[src/verilog/sfc_map.vh]
// Opcodes, status bit positions, reset values and timing counts of the flash command interpreter.
// How it works
// - Write-enable opcode sets the write latch flag to one.
// - Volatile write-enable leaves the latch unchanged and arms volatile status writes.
// - Write-disable opcode, framed by chip select, clears the write latch.
// - Latch clears at power-up, reset and completion of a status write cycle.
// - Read-status opcode picks register one, two or three; bits go out MSB first.
// - Read-status works at any time and repeats until chip select rises.
// - Status writes change only writable fields; other bits are read-only.
// - Once an OTP lock bit is one it never returns to zero.
// - Non-volatile status write needs the latch set by a prior write-enable.
// - Volatile write changes volatile copies only; lockdown and lock bits never clear.
// - Reset discards volatile status and reloads the non-volatile copies.
// - Non-volatile write runs a timed busy cycle, then clears the latch.
// - Volatile write applies within the refresh time with busy held at zero.
// - Sixteen data bits after opcode one write registers one and two.
// - Eight data bits after opcode one write register one alone.
// - Plain read latches opcode and 24-bit address, then streams the byte MSB first.
// - Plain read increments the address after each byte until chip select rises.
// - Plain read while busy is ignored and leaves the running cycle alone.
// - Plain read is recognised only in single-line mode.
// - Wrap byte takes the wrap-disable bit and length from lines zero to two on clock seven.
// - Wrap disable bit is one after reset; codes select 8 to 64 byte sections.
`ifndef SFC_MAP_VH
`define SFC_MAP_VH
`define SFC_OP_WREN     8'h06
`define SFC_OP_VWREN    8'h50
`define SFC_OP_WRDI     8'h04
`define SFC_OP_RDSR1    8'h05
`define SFC_OP_RDSR2    8'h35
`define SFC_OP_RDSR3    8'h15
`define SFC_OP_WRSR1    8'h01
`define SFC_OP_WRSR2    8'h31
`define SFC_OP_WRSR3    8'h11
`define SFC_OP_READ     8'h03
`define SFC_OP_WRAP     8'h77
`define SFC_SR1_WMASK   8'h7C
`define SFC_SR2_WMASK   8'h7B
`define SFC_SR3_WMASK   8'h64
`define SFC_SR2_LOCKS   8'h39
`define SFC_SR1_BUSY    0
`define SFC_SR1_WLATCH  1
`define SFC_SR_RESET    8'h00
`define SFC_WRAP_BIT    4
`define SFC_WRAP_CLK    6
`define SFC_WRAP_DONE   8
`define SFC_ADDR_BITS   24
`define SFC_WRITE_US    10
`define SFC_TREF_NS     50
`define SFC_CLK_MHZ     125
`endif

[src/verilog/sfc_edge.v]
// Pin synchroniser with rising and falling edge detection of the serial clock.
module sfc_edge
(
  input  wire clk_in,
  input  wire rst_n_in,
  input  wire pin_in,
  output wire level_out,
  output wire rise_out,
  output wire fall_out
);
  reg meta;
  reg sync;
  reg prev;
  always @(posedge clk_in)
  begin
    if (!rst_n_in)
    begin
      meta <= 1'b0;
      sync <= 1'b0;
      prev <= 1'b0;
    end
    else
    begin
      meta <= pin_in;
      sync <= meta;
      prev <= sync;
    end
  end
  assign level_out = sync;
  assign rise_out  = sync & ~prev;
  assign fall_out  = ~sync & prev;
endmodule // sfc_edge

[src/verilog/sfc_top.v]
// Command interpreter of the serial flash: status, write-enable, wrap and plain read commands.
`include "sfc_map.vh"
module sfc_top
#(
  parameter WRITE_TIME_CYCLES = `SFC_WRITE_US * `SFC_CLK_MHZ,
  parameter TREF_CYCLES       = (`SFC_TREF_NS * `SFC_CLK_MHZ) / 1000,
  parameter MEM_AW            = 8
)
(
  input  wire                     CLOCK_IN,
  input  wire                     RESETN_IN,
  input  wire                     CS_N_IN,
  input  wire                     SCK_IN,
  input  wire [3:0]               IO_IN,
  output reg                      DO_OUT,
  output wire                     DO_OE_OUT,
  input  wire                     QUAD_MODE_IN,
  input  wire                     EXT_BUSY_IN,
  output reg  [MEM_AW-1:0]        MEM_ADDR_OUT,
  input  wire [7:0]               MEM_DATA_IN,
  input  wire [7:0]               NV_SR1_IN,
  input  wire [7:0]               NV_SR2_IN,
  input  wire [7:0]               NV_SR3_IN,
  output reg  [7:0]               NV_SR1_OUT,
  output reg  [7:0]               NV_SR2_OUT,
  output reg  [7:0]               NV_SR3_OUT,
  output reg                      NV_WRITE_OUT,
  output wire                     BUSY_OUT,
  output wire                     WRITE_LATCH_FLAG_OUT,
  output reg                      WRAP_DISABLE_BIT_OUT,
  output reg  [1:0]               WRAP_LENGTH_OUT
);
  // ****************************************************************
  // Synchronisers
  // ****************************************************************
  wire cs_sel;
  wire cs_n = ~cs_sel;
  wire sck_rise;
  wire sck_fall;
  reg  [3:0] io_m;
  reg  [3:0] io_s;
  reg        cs_prev;
  sfc_edge u_sck
  (
    .clk_in    (CLOCK_IN),
    .rst_n_in  (RESETN_IN),
    .pin_in    (SCK_IN),
    .level_out (),
    .rise_out  (sck_rise),
    .fall_out  (sck_fall)
  );
  sfc_edge u_cs
  (
    .clk_in    (CLOCK_IN),
    .rst_n_in  (RESETN_IN),
    // Inverted in so that the synchroniser's reset value reads as deselected.
    .pin_in    (~CS_N_IN),
    .level_out (cs_sel),
    .rise_out  (),
    .fall_out  ()
  );
  always @(posedge CLOCK_IN)
  begin
    if (!RESETN_IN)
    begin
      io_m    <= 4'h0;
      io_s    <= 4'h0;
      cs_prev <= 1'b1;
    end
    else
    begin
      io_m    <= IO_IN;
      io_s    <= io_m;
      cs_prev <= cs_n;
    end
  end
  wire cs_end = cs_n & ~cs_prev;
  wire active = ~cs_n;

  // ****************************************************************
  // Frame state
  // ****************************************************************
  localparam ST_OPC  = 6'b000001;
  localparam ST_RDSR = 6'b000010;
  localparam ST_WRSR = 6'b000100;
  localparam ST_ADDR = 6'b001000;
  localparam ST_DATA = 6'b010000;
  localparam ST_SKIP = 6'b100000;

  reg  [5:0]  state;
  reg  [7:0]  shift;
  reg  [5:0]  bits;
  reg  [7:0]  opcode;
  reg  [7:0]  out_byte;
  reg  [2:0]  out_cnt;
  reg  [23:0] addr;
  reg  [7:0]  sr1;
  reg  [7:0]  sr2;
  reg  [7:0]  sr3;
  reg  [7:0]  wr_b1;
  reg  [7:0]  wr_b2;
  reg         write_latch_flag;
  reg         vol_arm;
  reg         nv_busy;
  reg  [31:0] timer;
  reg         opc_seen;
  reg         ref_pend;
  reg  [31:0] ref_timer;

  wire [7:0] in_byte = {shift[6:0], io_s[0]};
  wire       busy    = nv_busy | EXT_BUSY_IN;
  assign BUSY_OUT             = busy;
  assign WRITE_LATCH_FLAG_OUT = write_latch_flag;
  assign DO_OE_OUT            = active & ((state == ST_RDSR) | (state == ST_DATA));

  function [7:0] status_view;
    input [1:0] sel;
    input [7:0] r1;
    input [7:0] r2;
    input [7:0] r3;
    input       b;
    input       w;
    begin
      case (sel)
        2'd0:    status_view = (r1 & `SFC_SR1_WMASK) | {6'h00, w, b};
        2'd1:    status_view = r2;
        default: status_view = r3;
      endcase
    end
  endfunction

  // A write keeps read-only bits, and lock bits may only be raised.
  function [7:0] merge;
    input [7:0] old;
    input [7:0] data;
    input [7:0] wmask;
    input [7:0] lmask;
    begin
      merge = ((old & ~wmask) | (data & wmask)) | (old & lmask);
    end
  endfunction

  reg [1:0] rd_sel;
  always @*
  begin
    case (opcode)
      `SFC_OP_RDSR2: rd_sel = 2'd1;
      `SFC_OP_RDSR3: rd_sel = 2'd2;
      default:       rd_sel = 2'd0;
    endcase
  end
  wire [7:0] status_byte = status_view(rd_sel, sr1, sr2, sr3, busy, write_latch_flag);

  // ****************************************************************
  // Command engine
  // ****************************************************************
  always @(posedge CLOCK_IN)
  begin
    if (!RESETN_IN)
    begin
      state    <= ST_OPC;
      shift    <= 8'h00;
      bits     <= 6'd0;
      opcode   <= 8'h00;
      out_byte <= 8'h00;
      out_cnt  <= 3'd0;
      addr     <= 24'h000000;
      DO_OUT   <= 1'b0;
      MEM_ADDR_OUT <= {MEM_AW{1'b0}};
      sr1      <= `SFC_SR_RESET;
      sr2      <= `SFC_SR_RESET;
      sr3      <= `SFC_SR_RESET;
      wr_b1    <= 8'h00;
      wr_b2    <= 8'h00;
      write_latch_flag <= 1'b0;
      vol_arm  <= 1'b0;
      nv_busy  <= 1'b0;
      timer    <= 32'd0;
      opc_seen <= 1'b0;
      ref_pend <= 1'b0;
      ref_timer <= 32'd0;
      NV_SR1_OUT <= `SFC_SR_RESET;
      NV_SR2_OUT <= `SFC_SR_RESET;
      NV_SR3_OUT <= `SFC_SR_RESET;
      NV_WRITE_OUT <= 1'b0;
      WRAP_DISABLE_BIT_OUT <= 1'b1;
      WRAP_LENGTH_OUT <= 2'b00;
    end
    else
    begin
      NV_WRITE_OUT <= 1'b0;
      // Volatile values are reloaded from the stored copies one cycle after reset.
      if (!opc_seen)
      begin
        opc_seen <= 1'b1;
        sr1 <= NV_SR1_IN & `SFC_SR1_WMASK;
        sr2 <= NV_SR2_IN;
        sr3 <= NV_SR3_IN;
      end
      if (nv_busy)
      begin
        if (timer == 32'd1)
        begin
          nv_busy <= 1'b0;
          write_latch_flag <= 1'b0;
          NV_WRITE_OUT <= 1'b1;
          NV_SR1_OUT <= sr1;
          NV_SR2_OUT <= sr2;
          NV_SR3_OUT <= sr3;
        end
        timer <= timer - 32'd1;
      end
      if (ref_pend)
      begin
        ref_timer <= ref_timer - 32'd1;
        if (ref_timer <= 32'd1)
          ref_pend <= 1'b0;
      end
      if (cs_end)
      begin
        // Commands act only on a frame with a full opcode.
        if (bits >= 6'd8 && state == ST_OPC)
        begin
          case (opcode)
            `SFC_OP_WREN:  write_latch_flag <= 1'b1;
            `SFC_OP_VWREN: vol_arm          <= 1'b1;
            `SFC_OP_WRDI:  write_latch_flag <= 1'b0;
            default:       vol_arm <= vol_arm;
          endcase
        end
        if (state == ST_WRSR && bits >= 6'd16 && !nv_busy && (write_latch_flag | vol_arm))
        begin
          case (opcode)
            `SFC_OP_WRSR1:
            begin
              sr1 <= merge(sr1, wr_b1, `SFC_SR1_WMASK, 8'h00);
              if (bits >= 6'd24)
                sr2 <= merge(sr2, wr_b2, `SFC_SR2_WMASK, `SFC_SR2_LOCKS);
              // Eight data bits leave register two untouched.
            end
            `SFC_OP_WRSR2: sr2 <= merge(sr2, wr_b1, `SFC_SR2_WMASK, `SFC_SR2_LOCKS);
            default:       sr3 <= merge(sr3, wr_b1, `SFC_SR3_WMASK, 8'h00);
          endcase
          if (write_latch_flag && !vol_arm)
          begin
            nv_busy <= 1'b1;
            timer   <= WRITE_TIME_CYCLES;
          end
          else
          begin
            ref_pend  <= 1'b1;
            ref_timer <= TREF_CYCLES;
            vol_arm   <= 1'b0;
          end
        end
        if (state == ST_WRSR || (bits >= 6'd8 && opcode != `SFC_OP_VWREN))
          vol_arm <= 1'b0;
        state <= ST_OPC;
        bits  <= 6'd0;
      end
      else if (active && sck_rise)
      begin
        shift <= in_byte;
        bits  <= (bits == 6'd63) ? bits : bits + 6'd1;
        case (state)
          ST_OPC:
          begin
            if (bits == 6'd7)
            begin
              opcode <= in_byte;
              case (in_byte)
                `SFC_OP_RDSR1, `SFC_OP_RDSR2, `SFC_OP_RDSR3:
                  state <= ST_RDSR;
                `SFC_OP_WRSR1, `SFC_OP_WRSR2, `SFC_OP_WRSR3:
                  state <= ST_WRSR;
                `SFC_OP_READ:
                  state <= (busy || QUAD_MODE_IN) ? ST_SKIP : ST_ADDR;
                `SFC_OP_WRAP:
                  state <= ST_SKIP;
                default:
                  state <= ST_OPC;
              endcase
            end
          end
          ST_WRSR:
          begin
            if (bits == 6'd15)
              wr_b1 <= in_byte;
            if (bits == 6'd23)
              wr_b2 <= in_byte;
          end
          ST_ADDR:
          begin
            addr <= {addr[22:0], io_s[0]};
            if (bits == 6'd31)
            begin
              state <= ST_DATA;
              MEM_ADDR_OUT <= {addr[MEM_AW-2:0], io_s[0]};
            end
          end
          ST_SKIP:
          begin
            // Only the seventh four-line clock after the opcode counts; others are ignored.
            if (opcode == `SFC_OP_WRAP && bits == (6'd8 + `SFC_WRAP_CLK))
            begin
              WRAP_DISABLE_BIT_OUT <= io_s[0];
              WRAP_LENGTH_OUT <= io_s[2:1];
            end
          end
          default:
            state <= state;
        endcase
      end
      if (active && sck_fall && (state == ST_RDSR || state == ST_DATA))
      begin
        // Bits leave MSB first; a new byte loads each time the count wraps.
        if (out_cnt == 3'd0)
        begin
          if (state == ST_RDSR)
          begin
            DO_OUT   <= status_byte[7];
            out_byte <= status_byte << 1;
          end
          else
          begin
            DO_OUT   <= MEM_DATA_IN[7];
            out_byte <= MEM_DATA_IN << 1;
            MEM_ADDR_OUT <= MEM_ADDR_OUT + {{(MEM_AW-1){1'b0}}, 1'b1};
          end
        end
        else
        begin
          DO_OUT   <= out_byte[7];
          out_byte <= out_byte << 1;
        end
        out_cnt <= out_cnt + 3'd1;
      end
      if (cs_end)
        out_cnt <= 3'd0;
    end
  end
endmodule // sfc_top

[config.mk]
export PLATFORM = sky130hd
export DESIGN_NAME = sfc_top
export DESIGN_NICKNAME = d
export VERILOG_FILES = /design/src/verilog/sfc_edge.v /design/src/verilog/sfc_top.v
export VERILOG_INCLUDE_DIRS = /design/src /design/src/verilog
export SDC_FILE = /design/constraint.sdc
export NUM_CORES = 1
export LEC_CHECK = 0
export BUFFER_PORTS_ARGS = -buffer_cell sky130_fd_sc_hd__buf_2
export CAP_MARGIN = 30
export CORE_AREA = 3 3 119 121
export DETAILED_ROUTE_END_ITERATION = 10
export DIE_AREA = 0 0 122 124
export PLACE_DENSITY_LB_ADDON = 0.12
export REMOVE_ABC_BUFFERS = 1
export SYNTH_ARGS = -nofsm -noshare
export SYNTH_HDL_FRONTEND = slang
export SYNTH_SLANG_ARGS = --single-unit
[constraint.sdc]
create_clock -name CLOCK_IN -period 3.1 [get_ports CLOCK_IN]
set_input_delay 0.465 -clock CLOCK_IN [delete_from_list [all_inputs] [get_ports CLOCK_IN]]
set_output_delay 0.465 -clock CLOCK_IN [all_outputs]
set_load 0.05 [all_outputs]
# Word level (Yosys, flattened, before mapping)
# Cells that the tools add are included.
[classes]
n_addsub = 4
multipliers = 0
n_eq_ne = 33
bitwise = 22
reduce_logical = 32
n_lt_le_gt_ge = 3
shift = 0
muxes = 52
div_mod_pow = 0
[ops]
columns = ["operator", "n"]
rows = [
  ["2-to-1 mux 8 bit", 21],
  ["2-to-1 mux 32 bit", 4],
  ["== test 32 x 1 -> 1 bit, second input constant", 1],
  ["== test 8 x 6 -> 1 bit, second input constant", 4],
  ["OR 8 x 7 -> 8 bit", 4],
  ["one-hot mux 8 bit (2 select lines)", 2],
  ["subtractor 32 x 1 -> 32 bit, second input constant", 1],
  ["== test 8 x 3 -> 1 bit, second input constant", 3],
  ["== test 8 x 5 -> 1 bit, second input constant", 3],
  ["== test 8 x 7 -> 1 bit, second input constant", 3],
  ["one-hot mux 6 bit (4 select lines)", 1],
  ["AND reduction 4 bit", 5],
  ["== test 6 x 4 -> 1 bit, second input constant", 3],
  ["== test 6 x 5 -> 1 bit, second input constant", 3],
  ["2-to-1 mux 1 bit", 18],
  ["2-to-1 mux 6 bit", 3],
  ["== test 8 x 1 -> 1 bit, second input constant", 2],
  ["OR 8 x 6 -> 8 bit", 2],
  ["== test 6 x 3 -> 1 bit, second input constant", 2],
  ["== test 6 bit, second input constant", 2],
  [">= comparator 6 x 5 -> 1 bit, second input constant", 2],
  ["one-hot mux 6 bit (2 select lines)", 1],
  ["logical AND 1 bit", 10],
  ["adder 8 x 1 -> 8 bit, second input constant", 1],
  ["other kinds (25)", 45],
]
[word_totals]
ff_bits = 168
romBits = 0
ram_bits = 0
inputBits = 42
mem_count = 0
latch_bits = 0

# Longest topological paths before layout
# Gate-level depths: netlist (run 1).
[depth]
word_depth = 8
ltp_mapped = 9

# By module
# Synthesis (run 1) repeated with hierarchy kept, for this count alone.
[unflattened]
cells_unflattened = 874
area_unflattened_um2 = 7378.3
[by_module_without_submodules]
columns = ["module", "instances", "area_each_um2", "cells_per_inst"]
rows = [
  ["sfc_top", 1, 7195.7, 858],
  ["sfc_edge", 2, 91.3, 8],
]

# Least setup slack after synthesis (run 1)
# Ideal clock, no wire load.
[synth_path]
path_type = "reg-to-output"
from = "register state[5]"
to = "output port DO_OE_OUT"
path_slack_ps = 788
t_arrival_ps = 1847
stages_incl_launch_ff = 3
path_cell_list = "dfxtp_1 > or3_1 > nor3_1"
[synth_between]
elab_chain_len = 3
elab_cells_between_ends = 4
cone_classes = "2 x eq/ne; 2 x bitwise"
[synth_lines]
columns = ["element", "line", "source"]
rows = [
  ["start, declared", "sfc_top.v:90", "reg [5:0] state;"],
  ["start signal, assigned", "sfc_top.v:277", "state <= (busy || QUAD_MODE_IN) ? ST_SKIP : ST_ADDR;"],
  ["start signal, assigned", "sfc_top.v:311", "state <= state;"],
  ["== test 6 x 2 -> 1 bit / == test 6 x 5 -> 1 bit (equally long branches)", "sfc_top.v:114", "assign DO_OE_OUT = active & ((state == ST_RDSR) | (state == ST_DATA));"],
  ["OR 1 bit *", "sfc_top.v:114", ""],
  ["AND 1 bit *", "sfc_top.v:114", ""],
  ["end, declared", "sfc_top.v:16", "output wire DO_OE_OUT,"],
]
# Every way passes the cells marked *; elsewhere a longest branch is shown, timed or not.

# Worst setup path after layout (run 1)
[layout_path]
from = "register u_cs.sync, in the netlist u_cs.level_out"
to = "register sr1[1]"
[layout_between]
elab_chain_len = 3
[layout_lines]
columns = ["element", "line", "source"]
rows = [
  ["start, declared", "sfc_edge.v:12", "reg sync;"],
  ["start signal, assigned", "sfc_edge.v:25", "sync <= meta;"],
  ["NOT 1 bit", "-", ""],
  ["AND 1 bit", "sfc_top.v:77", "wire cs_end = cs_n & ~cs_prev;"],
  ["2-to-1 mux 8 bit", "sfc_top.v:219", "if (cs_end)"],
  ["end signal, assigned", "sfc_top.v:170", "sr1 <= `SFC_SR_RESET;"],
  ["end signal, assigned", "sfc_top.v:196", "sr1 <= NV_SR1_IN & `SFC_SR1_WMASK;"],
  ["end signal, assigned", "sfc_top.v:236", "sr1 <= merge(sr1, wr_b1, `SFC_SR1_WMASK, 8'h00);"],
  ["end, declared", "sfc_top.v:97", "reg [7:0] sr1;"],
]
# No other way between the ends.
# A chain may end at the register's enable or synchronous reset.

==> metrics.md, run 1 <==
| Metric | Value |
|---|---|
| CP Launch Type | `register` |
| Hold_sp | `CS_N_IN` |
| CTS resizes | `0` |
| Most common cell after layout, fill and taps aside | `dfxtp_1` |
| Commonest non-fill, non-tap cells in the layout | `dfxtp_1, nor2_1, mux2i_1, buf_2, nand2_1` |
| GR Util All Layers | `23.8%` |
| Ys flop type | `dfxtp_1` |
| Worst Setup Path Type | `register to register` |
| Antenna fix cells | `0` |
| Final Hold Fails | `0` |
| Outcome | `finished clean` |
| CTS Buf Count | `17` |
| Worst Reg-to-Reg Cells | `5` |
| Die Wd | `122 µm` |
| Pre-antenna DRT Iters | `5` |
| Initial drt markers | `531` |
| Synth area leader | `dfxtp_1` |
| CP max FO | `11` |
| Power per cell area | `536 nW/µm²` |
| Antenna violations before repair | `0` |
| Ports | `82` |
| Proportion of layout cells with a drive suffix above 1 | `15.2%` |
| Layout area overhead | `15.6%` |
| TritonCTS clock tree | `yes` |
| #FFs+latches synth | `166` |
| First-pass GRT wire length | `28.8 mm` |
| Measured slew at the worst slew-check pin | `0.870 ns` |
| Leak Pwr | `0.00353 µW` |
| Worst Setup End Kind | `register` |
| Worst Setup EP | `sr1[1]$_SDFFE_PN0P_` |
| Fin crit period | `2.58 ns` |
| Vert. Die Dim | `124 µm` |
| Final critical-path share of the clock period | `83.2%` |
| Final Worst Setup Slack | `0.521 ns` |
| Row count | `42` |
| Final setup TNS | `0 ns` |
| Slowest stage cell, crit path | `nor4_1` |
| Worst skew pair latency | `0.42 ns` |
| Fmax | `388 MHz` |
| Max Cap Viol | `0` |
| Critical path cell sequence | `or2_2 > nor4_1 > nand4_1 > a21o_1 > nor2_1` |
| Relative slew slack | `41.5%` |
| Skew final | `0.00849 ns` |
| Avg Inst Size Synth | `8.91 µm²` |
| Worst min path class | `primary input to register` |
| H-Tree Depth | `4` |
| Die Area | `15100 µm²` |
| Initial cell density of the core | `55.9%` |
| Ys async rst share | `0%` |
| VDD IR max | `0.340 mV` |
| Overall routed net length | `17.5 mm` |
| Routed WL per cell | `16.3 µm` |
| PortBufs | `77` |
| Vias in the first global route | `5892` |
| Finish-stage setup viols | `0` |
| Fin nets | `937` |
| Post-CTS Setup Inserts | `0` |
| Top cell type's share of synthesized area | `45.0%` |
| YS warnings | `0` |
| Cell variety after synth | `68` |
| Fillers | `1132` |
| CP arrival | `2.94 ns` |
| Post-DP HPWL | `12.3 mm` |
| Via density | `5.75` |
| Gr ovfl total | `0` |
| Reg2Reg Launch Point | `u_cs.level_out$_SDFF_PN0_` |
| Hold WS | `0.190 ns` |
| Post-route ant nets | `0` |
| CP required | `3.46 ns` |
| Crit path launch | `u_cs.level_out$_SDFF_PN0_` |
| Area of the core | `13200 µm²` |
| TritonCTS Sinks | `166` |
| Final Max Tran Viols | `0` |
| DR vias | `6198` |
| Crit-path max cell delay | `0.73 ns` |
| R2r endpoint | `sr1[1]$_SDFFE_PN0P_` |
| Register area share after synthesis | `45.0%` |
| # hold bufs at CTS | `0` |
| CTS clk-pin slew, worst paths | `0.06 ns` |
| Setup slack, reg-to-reg | `0.52 ns` |
| CTS max path bufs | `2` |
| Gp weighted congestion | `0.904` |
| Cell area after synthesis | `7380 µm²` |
| CTS root buf | `clkbuf_16` |
| Pin count of the biggest net entering global routing | `59` |
| Synth area leaders | `dfxtp_1, mux2i_1, nor2_1` |
| # DRC | `0` |
| Pre-CTS WS | `0.680 ns` |
| Gate Count Post-Synth | `828` |
| RSZ-0062 raised after global routing | `false` |
| Finished Core Util | `64.7%` |
| EDFF count, synth | `0` |
-- worst min-delay path by stage --
stage                                end  slack, ns  cells past startpoint
floorplan            sr1[0]$_SDFFE_PN0P_       0.41                      2
detailed placement    io_s[0]$_SDFF_PN0_       0.42                      1
finish              u_cs.meta$_SDFF_PN0_       0.19                      2
global route        u_cs.meta$_SDFF_PN0_       0.17                      2
CTS                 u_cs.meta$_SDFF_PN0_       0.17                      2
global placement      io_s[0]$_SDFF_PN0_       0.42                      1
-- area by class of cell --
cell class	instances	area, µm²	share of cell area, %
sequential	166	3320	39.0
clock buffer	21	460	5.40
timing repair buffer	90	483	5.66
tap	176	220	2.58
multi-input combinational	594	3800	44.6
inverter	19	71.3	0.836
clock inverter	11	171	2.01
-- synthesized netlist by cell type (9+ instances only) --
master,n
dfxtp_1,166
nor2_1,124
mux2i_1,79
nand2_1,70
clkbuf_1,42
a21oi_1,41
nand3_1,22
xor2_1,21
o21ai_0,20
inv_1,19
nor3_1,19
nand4_1,18
and2_1,15
nor4_1,12
xnor2_1,11
or4_1,10
a211oi_1,9
-- critical path, delay by kind of cell (launching register included) --
family	cells	cell delay [ns]
AO/OA/AOI/OAI	1	0.39
flip-flops	1	0.36
AND/OR/NAND/NOR	4	1.76
-- sequential cells by signal (all words and copies together) (netlist names), 8 cells and up --
signal / cells
NV_SR3_OUT: 8
opcode: 8
sr1: 8
NV_SR1_OUT: 8
MEM_ADDR_OUT: 8
sr2: 8
NV_SR2_OUT: 8
sr3: 8
timer: 32
-- report_power, final --
group / internal (µW) / leakage (µW) / switching [µW]
combinational: 56.1 / 0.00188 / 80.9
sequential: 2160 / 0.00134 / 20.0
clock: 1400 / 0.000304 / 862
total: 3610 / 0.00353 / 963
-- cells by family (layout without fill, tap and decap cells) --
logic type                 after synthesis  in the layout  synth area share (%)
DFF                                    166            166                  45.0
muxes                                   80             80                  10.9
AOI/OAI and AO/OA                      132            132                  12.0
buffers and inverters                   68            141                  3.54
xor gates and xnor gates                32             32                  3.80
adders and majority gates                7              7                  1.19
and+or+nand+nor                        343            343                  23.5
-- layer usage --
metal  vias up  part of all wire [%]  GRT usage, %
met5         -                     0             0
met4         0                   1.2          6.93
met3        18                   6.9          5.36
met2       201                    46          38.4
met1      2916                    46          32.1
li1       3063                     -             -
-- metrics by stage --
step / power, µW / std cells / cell area, µm²
floorplan: 2290 / 779 / 7190
global placement: 2360 / 1045 / 7900
detailed placement: 2360 / 1045 / 7900
CTS: 4600 / 1077 / 8530
global route: 4700 / 1077 / 8530
finish: 4570 / 1077 / 8530
No activity file was read; power rests on OpenSTA's default activity.
==> inputs of run 2 (changes only) <==
==> constraint.sdc (replaced) <==
create_clock -name CLOCK_IN -period 2.5 [get_ports CLOCK_IN]
set_input_delay 0.375 -clock CLOCK_IN [delete_from_list [all_inputs] [get_ports CLOCK_IN]]
set_output_delay 0.375 -clock CLOCK_IN [all_outputs]
set_load 0.05 [all_outputs]
==> run 2 against run 1 <==
Effect of this change: die area did not move; critical path depth is the same; first-iteration DRC count increased by 3.0%; clock-buffer cell count fell by 1; sequential cell count did not move.
==> metrics.md, run 2 (synthesis gave the netlist of run 1 again) <==
| Metric | Value |
|---|---|
| Outcome | `finished clean` |
| Relative slew slack | `48.7% (+7.3 points)` |
| CTS Buf Count | `17 (unchanged)` |
| Area of the core | `13200 µm² (unchanged)` |
| Via density | `5.78 (+0.37%)` |
| # DRC | `0 (unchanged)` |
| Final critical-path share of the clock period | `95.5% (+12 points)` |
| Layout area overhead | `17.8%` |
| Skew final | `0.00696 ns (-0.00153 ns)` |
| PortBufs | `77 (unchanged)` |
| DR vias | `6348 (+2.4%)` |
| Pin count of the biggest net entering global routing | `41 (-31%)` |
| Measured slew at the worst slew-check pin | `0.765 ns (-0.105 ns)` |
| Crit path launch | `timer[14]$_SDFF_PN0_` |
| Buf/Inv on CP | `0 (unchanged)` |
| Worst Setup Path Type | `register to register` |
| Die Area | `15100 µm² (unchanged)` |
| Antenna violations before repair | `0 (unchanged)` |
| CP Launch Type | `register` |
| Fin crit period | `2.39 ns (-0.190 ns)` |
| Final Max Tran Viols | `0 (unchanged)` |
| Pre-antenna DRT Iters | `6 (+1)` |
| Most flops, register | `timer` |
| TritonCTS clock tree | `yes` |
| Final Worst Setup Slack | `0.111 ns (-0.410 ns)` |
| VDD IR max | `0.534 mV (+57%)` |
| CP max FO | `7 (-4)` |
| Post-route ant nets | `0 (unchanged)` |
| Most frequent cell on the critical path | `or4_1` |
| Proportion of layout cells with a drive suffix above 1 | `17.6% (+2.3 points)` |
| Finish-stage setup viols | `0 (unchanged)` |
| Initial cell density of the core | `55.9% (unchanged)` |
| Post-DP HPWL | `12.9 mm (+5.4%)` |
| Max Cap Viol | `0 (unchanged)` |
| CP required | `2.86 ns (-0.60 ns)` |
| Row count | `42 (unchanged)` |
| Gp weighted congestion | `0.860 (-4.9%)` |
| Die Wd | `122 µm (unchanged)` |
| Hold_sp | `CS_N_IN` |
| Critical path cell sequence | `or4_1 > nor4b_4 > nand3_1 > or4_1 > a21oi_1` |
| Power per cell area | `631 nW/µm² (+18%)` |
| Setup slack, reg-to-reg | `0.11 ns (-0.41 ns)` |
| First-pass GRT wire length | `28.6 mm (-0.81%)` |
| Final setup TNS | `0 ns (unchanged)` |
| Worst skew pair latency | `0.43 ns (about the same)` |
| TritonCTS Sinks | `166 (unchanged)` |
| CP arrival | `2.74 ns (-0.20 ns)` |
| Gr ovfl total | `0 (unchanged)` |
| Final Hold Fails | `0 (unchanged)` |
| Worst min path class | `primary input to register` |
| Crit-path max cell delay | `0.62 ns (-0.11 ns)` |
| Ports | `82 (unchanged)` |
| Pre-CTS WS | `0.154 ns (-0.527 ns)` |
| CTS root buf | `clkbuf_16` |
| Initial drt markers | `547 (+3.0%)` |
| Overall routed net length | `18.0 mm (+2.7%)` |
| # hold bufs at CTS | `0 (unchanged)` |
| RSZ-0062 raised after global routing | `false` |
| Vias in the first global route | `5800 (-1.6%)` |
| Vert. Die Dim | `124 µm (unchanged)` |
| Fin nets | `959 (+2.3%)` |
| Antenna fix cells | `0 (unchanged)` |
| Routed WL per cell | `16.4 µm (+0.64%)` |
| CTS max path bufs | `2 (unchanged)` |
| Commonest non-fill, non-tap cells in the layout | `dfxtp_1, nor2_1, mux2i_1, buf_2, nand2_1` |
| Leak Pwr | `0.00363 µW (+2.7%)` |
| Worst Setup End Kind | `register` |
| Crit path max-delay family | `simple AND/OR/NAND/NOR gates` |
| CTS clk-pin slew, worst paths | `0.06 ns (about the same)` |
| Reg2Reg Launch Point | `timer[14]$_SDFF_PN0_` |
| H-Tree Depth | `4 (unchanged)` |
| Max reg flops | `32 (unchanged)` |
| Fmax | `419 MHz (+8.0%)` |
| GR Util All Layers | `23.7% (-0.024 points)` |
| Most common cell after layout, fill and taps aside | `dfxtp_1` |
| Slowest stage cell, crit path | `or4_1` |
-- run 2: cell type report --
| cell class | instances | area, µm² |
|---|---|---|
| Clock buffer | 20 | 467 |
| Clock inverter | 12 | 128 |
| Fill cell | 1125 | 4500 |
| Inverter | 19 | 71.3 |
| Multi-Input combinational cell | 594 | 3810 |
| Sequential cell | 166 | 3320 |
| Tap cell | 176 | 220 |
| Timing Repair Buffer | 112 | 673 |
-- run 2: timing repair --
action	in CTS	in global routing
resized for setup	0	1
setup endpoints to repair	0	1
buffers inserted	0	0
-- run 2: per-layer routing --
layer,up-vias,share of wire [%],track usage [%]
met5,-,0,0
met4,0,1.7,7.77
met3,32,5.8,4.81
met2,196,46,38.4
met1,3008,46,32.0
li1,3112,-,-
-- run 2: final timing paths --
| path | cells after the start | end |
|---|---|---|
| setup / recovery | 5 | timer[29]$_SDFF_PN0_ |
| hold reg to reg | 2 | sr1[7]$_SDFFE_PN0P_ |
| setup reg to reg | 5 | timer[29]$_SDFF_PN0_ |
| hold / removal | 2 | u_cs.meta$_SDFF_PN0_ |
-- run 2: per-stage QoR --
stage | total power [µW] | hold slack, ns | std cells | area, µm² | util, %
floorplan | 2840 | 0.403 | 779 | 7190 | -
global placement | 2930 | 0.415 | 1067 | 8090 | 61.3
detailed placement | 2930 | 0.418 | 1067 | 8090 | 61.3
CTS | 5500 | 0.0876 | 1099 | 8680 | 65.8
global route | 5650 | 0.0941 | 1099 | 8690 | 65.9
finish | 5490 | 0.0951 | 1099 | 8690 | 65.9
-- run 2: power by group --
group	internal (µW)	switching, µW	total (µW)
clock	1540	1070	2610
combinational	75.5	100	175
sequential	2670	25.1	2700
-- run 2: worst reg2reg max path, stage by stage, from the launching register on --
cell and delay, ns:
dfxtp_1 0.33, or4_1 0.62, nor4b_4 0.50, nand3_1 0.24, or4_1 0.45, a21oi_1 0.17
==> inputs of run 3 (changes only) <==
--- a/config.mk
+++ b/config.mk
@@ -12,6 +12,7 @@
 export DETAILED_ROUTE_END_ITERATION = 10
 export DIE_AREA = 0 0 122 124
 export PLACE_DENSITY_LB_ADDON = 0.12
+export RECOVER_POWER = 100
 export REMOVE_ABC_BUFFERS = 1
 export SYNTH_ARGS = -nofsm -noshare
 export SYNTH_HDL_FRONTEND = slang
==> run 3 against run 2 <==
Effect of this change: largest power group unchanged; global-route usage did not move; sequential cell count did not move; combinational power fell by 3%; largest cell class unchanged; cell count did not move; utilization fell by 1.0 points; via count rose by 0.49%; clock skew fell by 0.0015 ns; highest routed layer unchanged.
==> metrics.md, run 3 (synthesis gave the netlist of run 1 again) <==
| Metric | Value |
|---|---|
| Outcome | `finished clean` |
| PortBufs | `77 (unchanged)` |
| H-Tree Depth | `4 (unchanged)` |
| Critical path cell sequence | `or4_1 > nor4b_4 > nand3_1 > or4_1 > a21oi_1` |
| Gp weighted congestion | `0.860 (unchanged)` |
| Initial drt markers | `496 (-9.3%)` |
| Final critical-path share of the clock period | `95.8% (+0.26 points)` |
| Row count | `42 (unchanged)` |
| Via density | `5.80 (+0.49%)` |
| Post-route ant nets | `0 (unchanged)` |
| # hold bufs at CTS | `0 (unchanged)` |
| Die Wd | `122 µm (unchanged)` |
| Max Cap Viol | `0 (unchanged)` |
| CTS Buf Count | `17 (unchanged)` |
| Fmax | `418 MHz (-0.27%)` |
| Power per cell area | `640 nW/µm² (+1.4%)` |
| Vias in the first global route | `5800 (unchanged)` |
| CP Launch Type | `register` |
| RSZ-0062 raised after global routing | `false` |
| CTS max path bufs | `2 (unchanged)` |
| Fin nets | `959 (unchanged)` |
| Pin count of the biggest net entering global routing | `41 (unchanged)` |
| Placed inst area | `8090 µm² (unchanged)` |
| Fin crit period | `2.40 ns (+0.00646 ns)` |
| Cell area after layout | `8550 µm² (-1.5%)` |
| Layout area overhead | `15.9%` |
| Post-DP HPWL | `12.9 mm (unchanged)` |
| CTS root buf | `clkbuf_16` |
| Relative slew slack | `43.6% (-5.2 points)` |
| CP required | `2.85 ns (about the same)` |
| CP max FO | `7 (unchanged)` |
| Overall routed net length | `18.0 mm (+0.30%)` |
| Worst skew pair latency | `0.43 ns (about the same)` |
| Post-CTS Setup Inserts | `0 (unchanged)` |
| Most frequent cell on the critical path | `or4_1` |
| Max reg flops | `32 (unchanged)` |
| Worst Setup End Kind | `register` |
| Worst min path class | `primary input to register` |
| Crit-path max cell delay | `0.62 ns (about the same)` |
| Final Hold Fails | `0 (unchanged)` |
| Crit path max-delay family | `simple AND/OR/NAND/NOR gates` |
| Die Area | `15100 µm² (unchanged)` |
| Pwr Total | `5470 µW (-0.20%)` |
| Final Max Tran Viols | `0 (unchanged)` |
| Hold WS | `0.0933 ns (-0.00177 ns)` |
| Antenna violations before repair | `0 (unchanged)` |
| Pre-antenna DRT Iters | `6 (unchanged)` |
| TritonCTS clock tree | `yes` |
| VDD IR max | `0.533 mV (-0.25%)` |
| TritonCTS Sinks | `166 (unchanged)` |
| Most flops, register | `timer` |
| Buf/Inv on CP | `0 (unchanged)` |
| Worst Setup Path Type | `register to register` |
| Skew final | `0.00544 ns (-0.00152 ns)` |
| Vert. Die Dim | `124 µm (unchanged)` |
| Slowest stage cell, crit path | `or4_1` |
| Commonest non-fill, non-tap cells in the layout | `dfxtp_1, nor2_1, mux2i_1, nand2_1, clkbuf_1` |
| Finish-stage setup viols | `0 (unchanged)` |
| Measured slew at the worst slew-check pin | `0.847 ns (+0.0814 ns)` |
| Final setup TNS | `0 ns (unchanged)` |
| CP arrival | `2.74 ns (about the same)` |
| CTS clk-pin slew, worst paths | `0.06 ns (about the same)` |
| # DRC | `0 (unchanged)` |
| First-pass GRT wire length | `28.6 mm (unchanged)` |
| Final Worst Setup Slack | `0.105 ns (-0.00646 ns)` |
| Leak Pwr | `0.00340 µW (-6.3%)` |
| Initial cell density of the core | `55.9% (unchanged)` |
| Pre-CTS WS | `0.154 ns (unchanged)` |
| Most common cell after layout, fill and taps aside | `dfxtp_1` |
| DR vias | `6379 (+0.49%)` |
| Routed WL per cell | `16.4 µm (+0.30%)` |
| GR Util All Layers | `23.7% (unchanged)` |
| Proportion of layout cells with a drive suffix above 1 | `11.6% (-6.0 points)` |
| Gr ovfl total | `0 (unchanged)` |
| Area of the core | `13200 µm² (unchanged)` |
| Antenna fix cells | `0 (unchanged)` |
| Ports | `82 (unchanged)` |
## run 3: cell count changes in the layout (fill, tap and decap cells not counted), moves of 4 or more
cell	change
buf_2	-41
buf_4	-14
and2_1	-8
and2_0	+8
clkbuf_1	+52
clkbuf_2	+4
## run 3: metal layers
metal	up-vias	GRT usage, %	share of wire (%)
met3	28	4.81	5.9
met2	209	38.4	46
met5	-	0	0
met4	0	7.77	1.5
met1	3022	32.0	46
li1	3120	-	-
## run 3: timing repair
action | in CTS | in global routing
hold endpoints to repair | 0 | 0
setup endpoints to repair | 0 | 1
resized for setup | 0 | 1
## run 3: final timing paths
path	endpoint	cells past startpoint	slack, ns	from
worst max-delay path	timer[29]$_SDFF_PN0_	5	0.10	timer[14]$_SDFF_PN0_
worst min-delay path	u_cs.meta$_SDFF_PN0_	2	0.09	CS_N_IN
worst max register to register	timer[29]$_SDFF_PN0_	5	0.10	timer[14]$_SDFF_PN0_
worst min register to register	sr1[7]$_SDFFE_PN0P_	2	0.43	sr1[7]$_SDFFE_PN0P_
## run 3: per-stage QoR
step / utilization, % / cells
4_1_cts: 65.8 / 1099
2_1_floorplan: - / 779
6_report: 64.9 / 1099
3_5_place_dp: 61.3 / 1067
3_3_place_gp: 61.3 / 1067
5_1_grt: 64.9 / 1099
## run 3: power by group
group	internal, µW	leakage (µW)	switching (µW)
Clock	1540	0.000284	1060
Combinational	70.1	0.00177	99.3
Sequential	2670	0.00134	25.3
Total	4290	0.00340	1190
## run 3: final cells by class
| class | instances | area [µm²] |
|---|---|---|
| repair buffers | 112 | 558 |
| multi-input cells | 594 | 3790 |
| well taps | 176 | 220 |
| clock buffers | 20 | 467 |
| inverters | 19 | 71.3 |
| clock inverters | 12 | 128 |
| flip-flops and latches | 166 | 3320 |
| fillers | 1171 | 4640 |
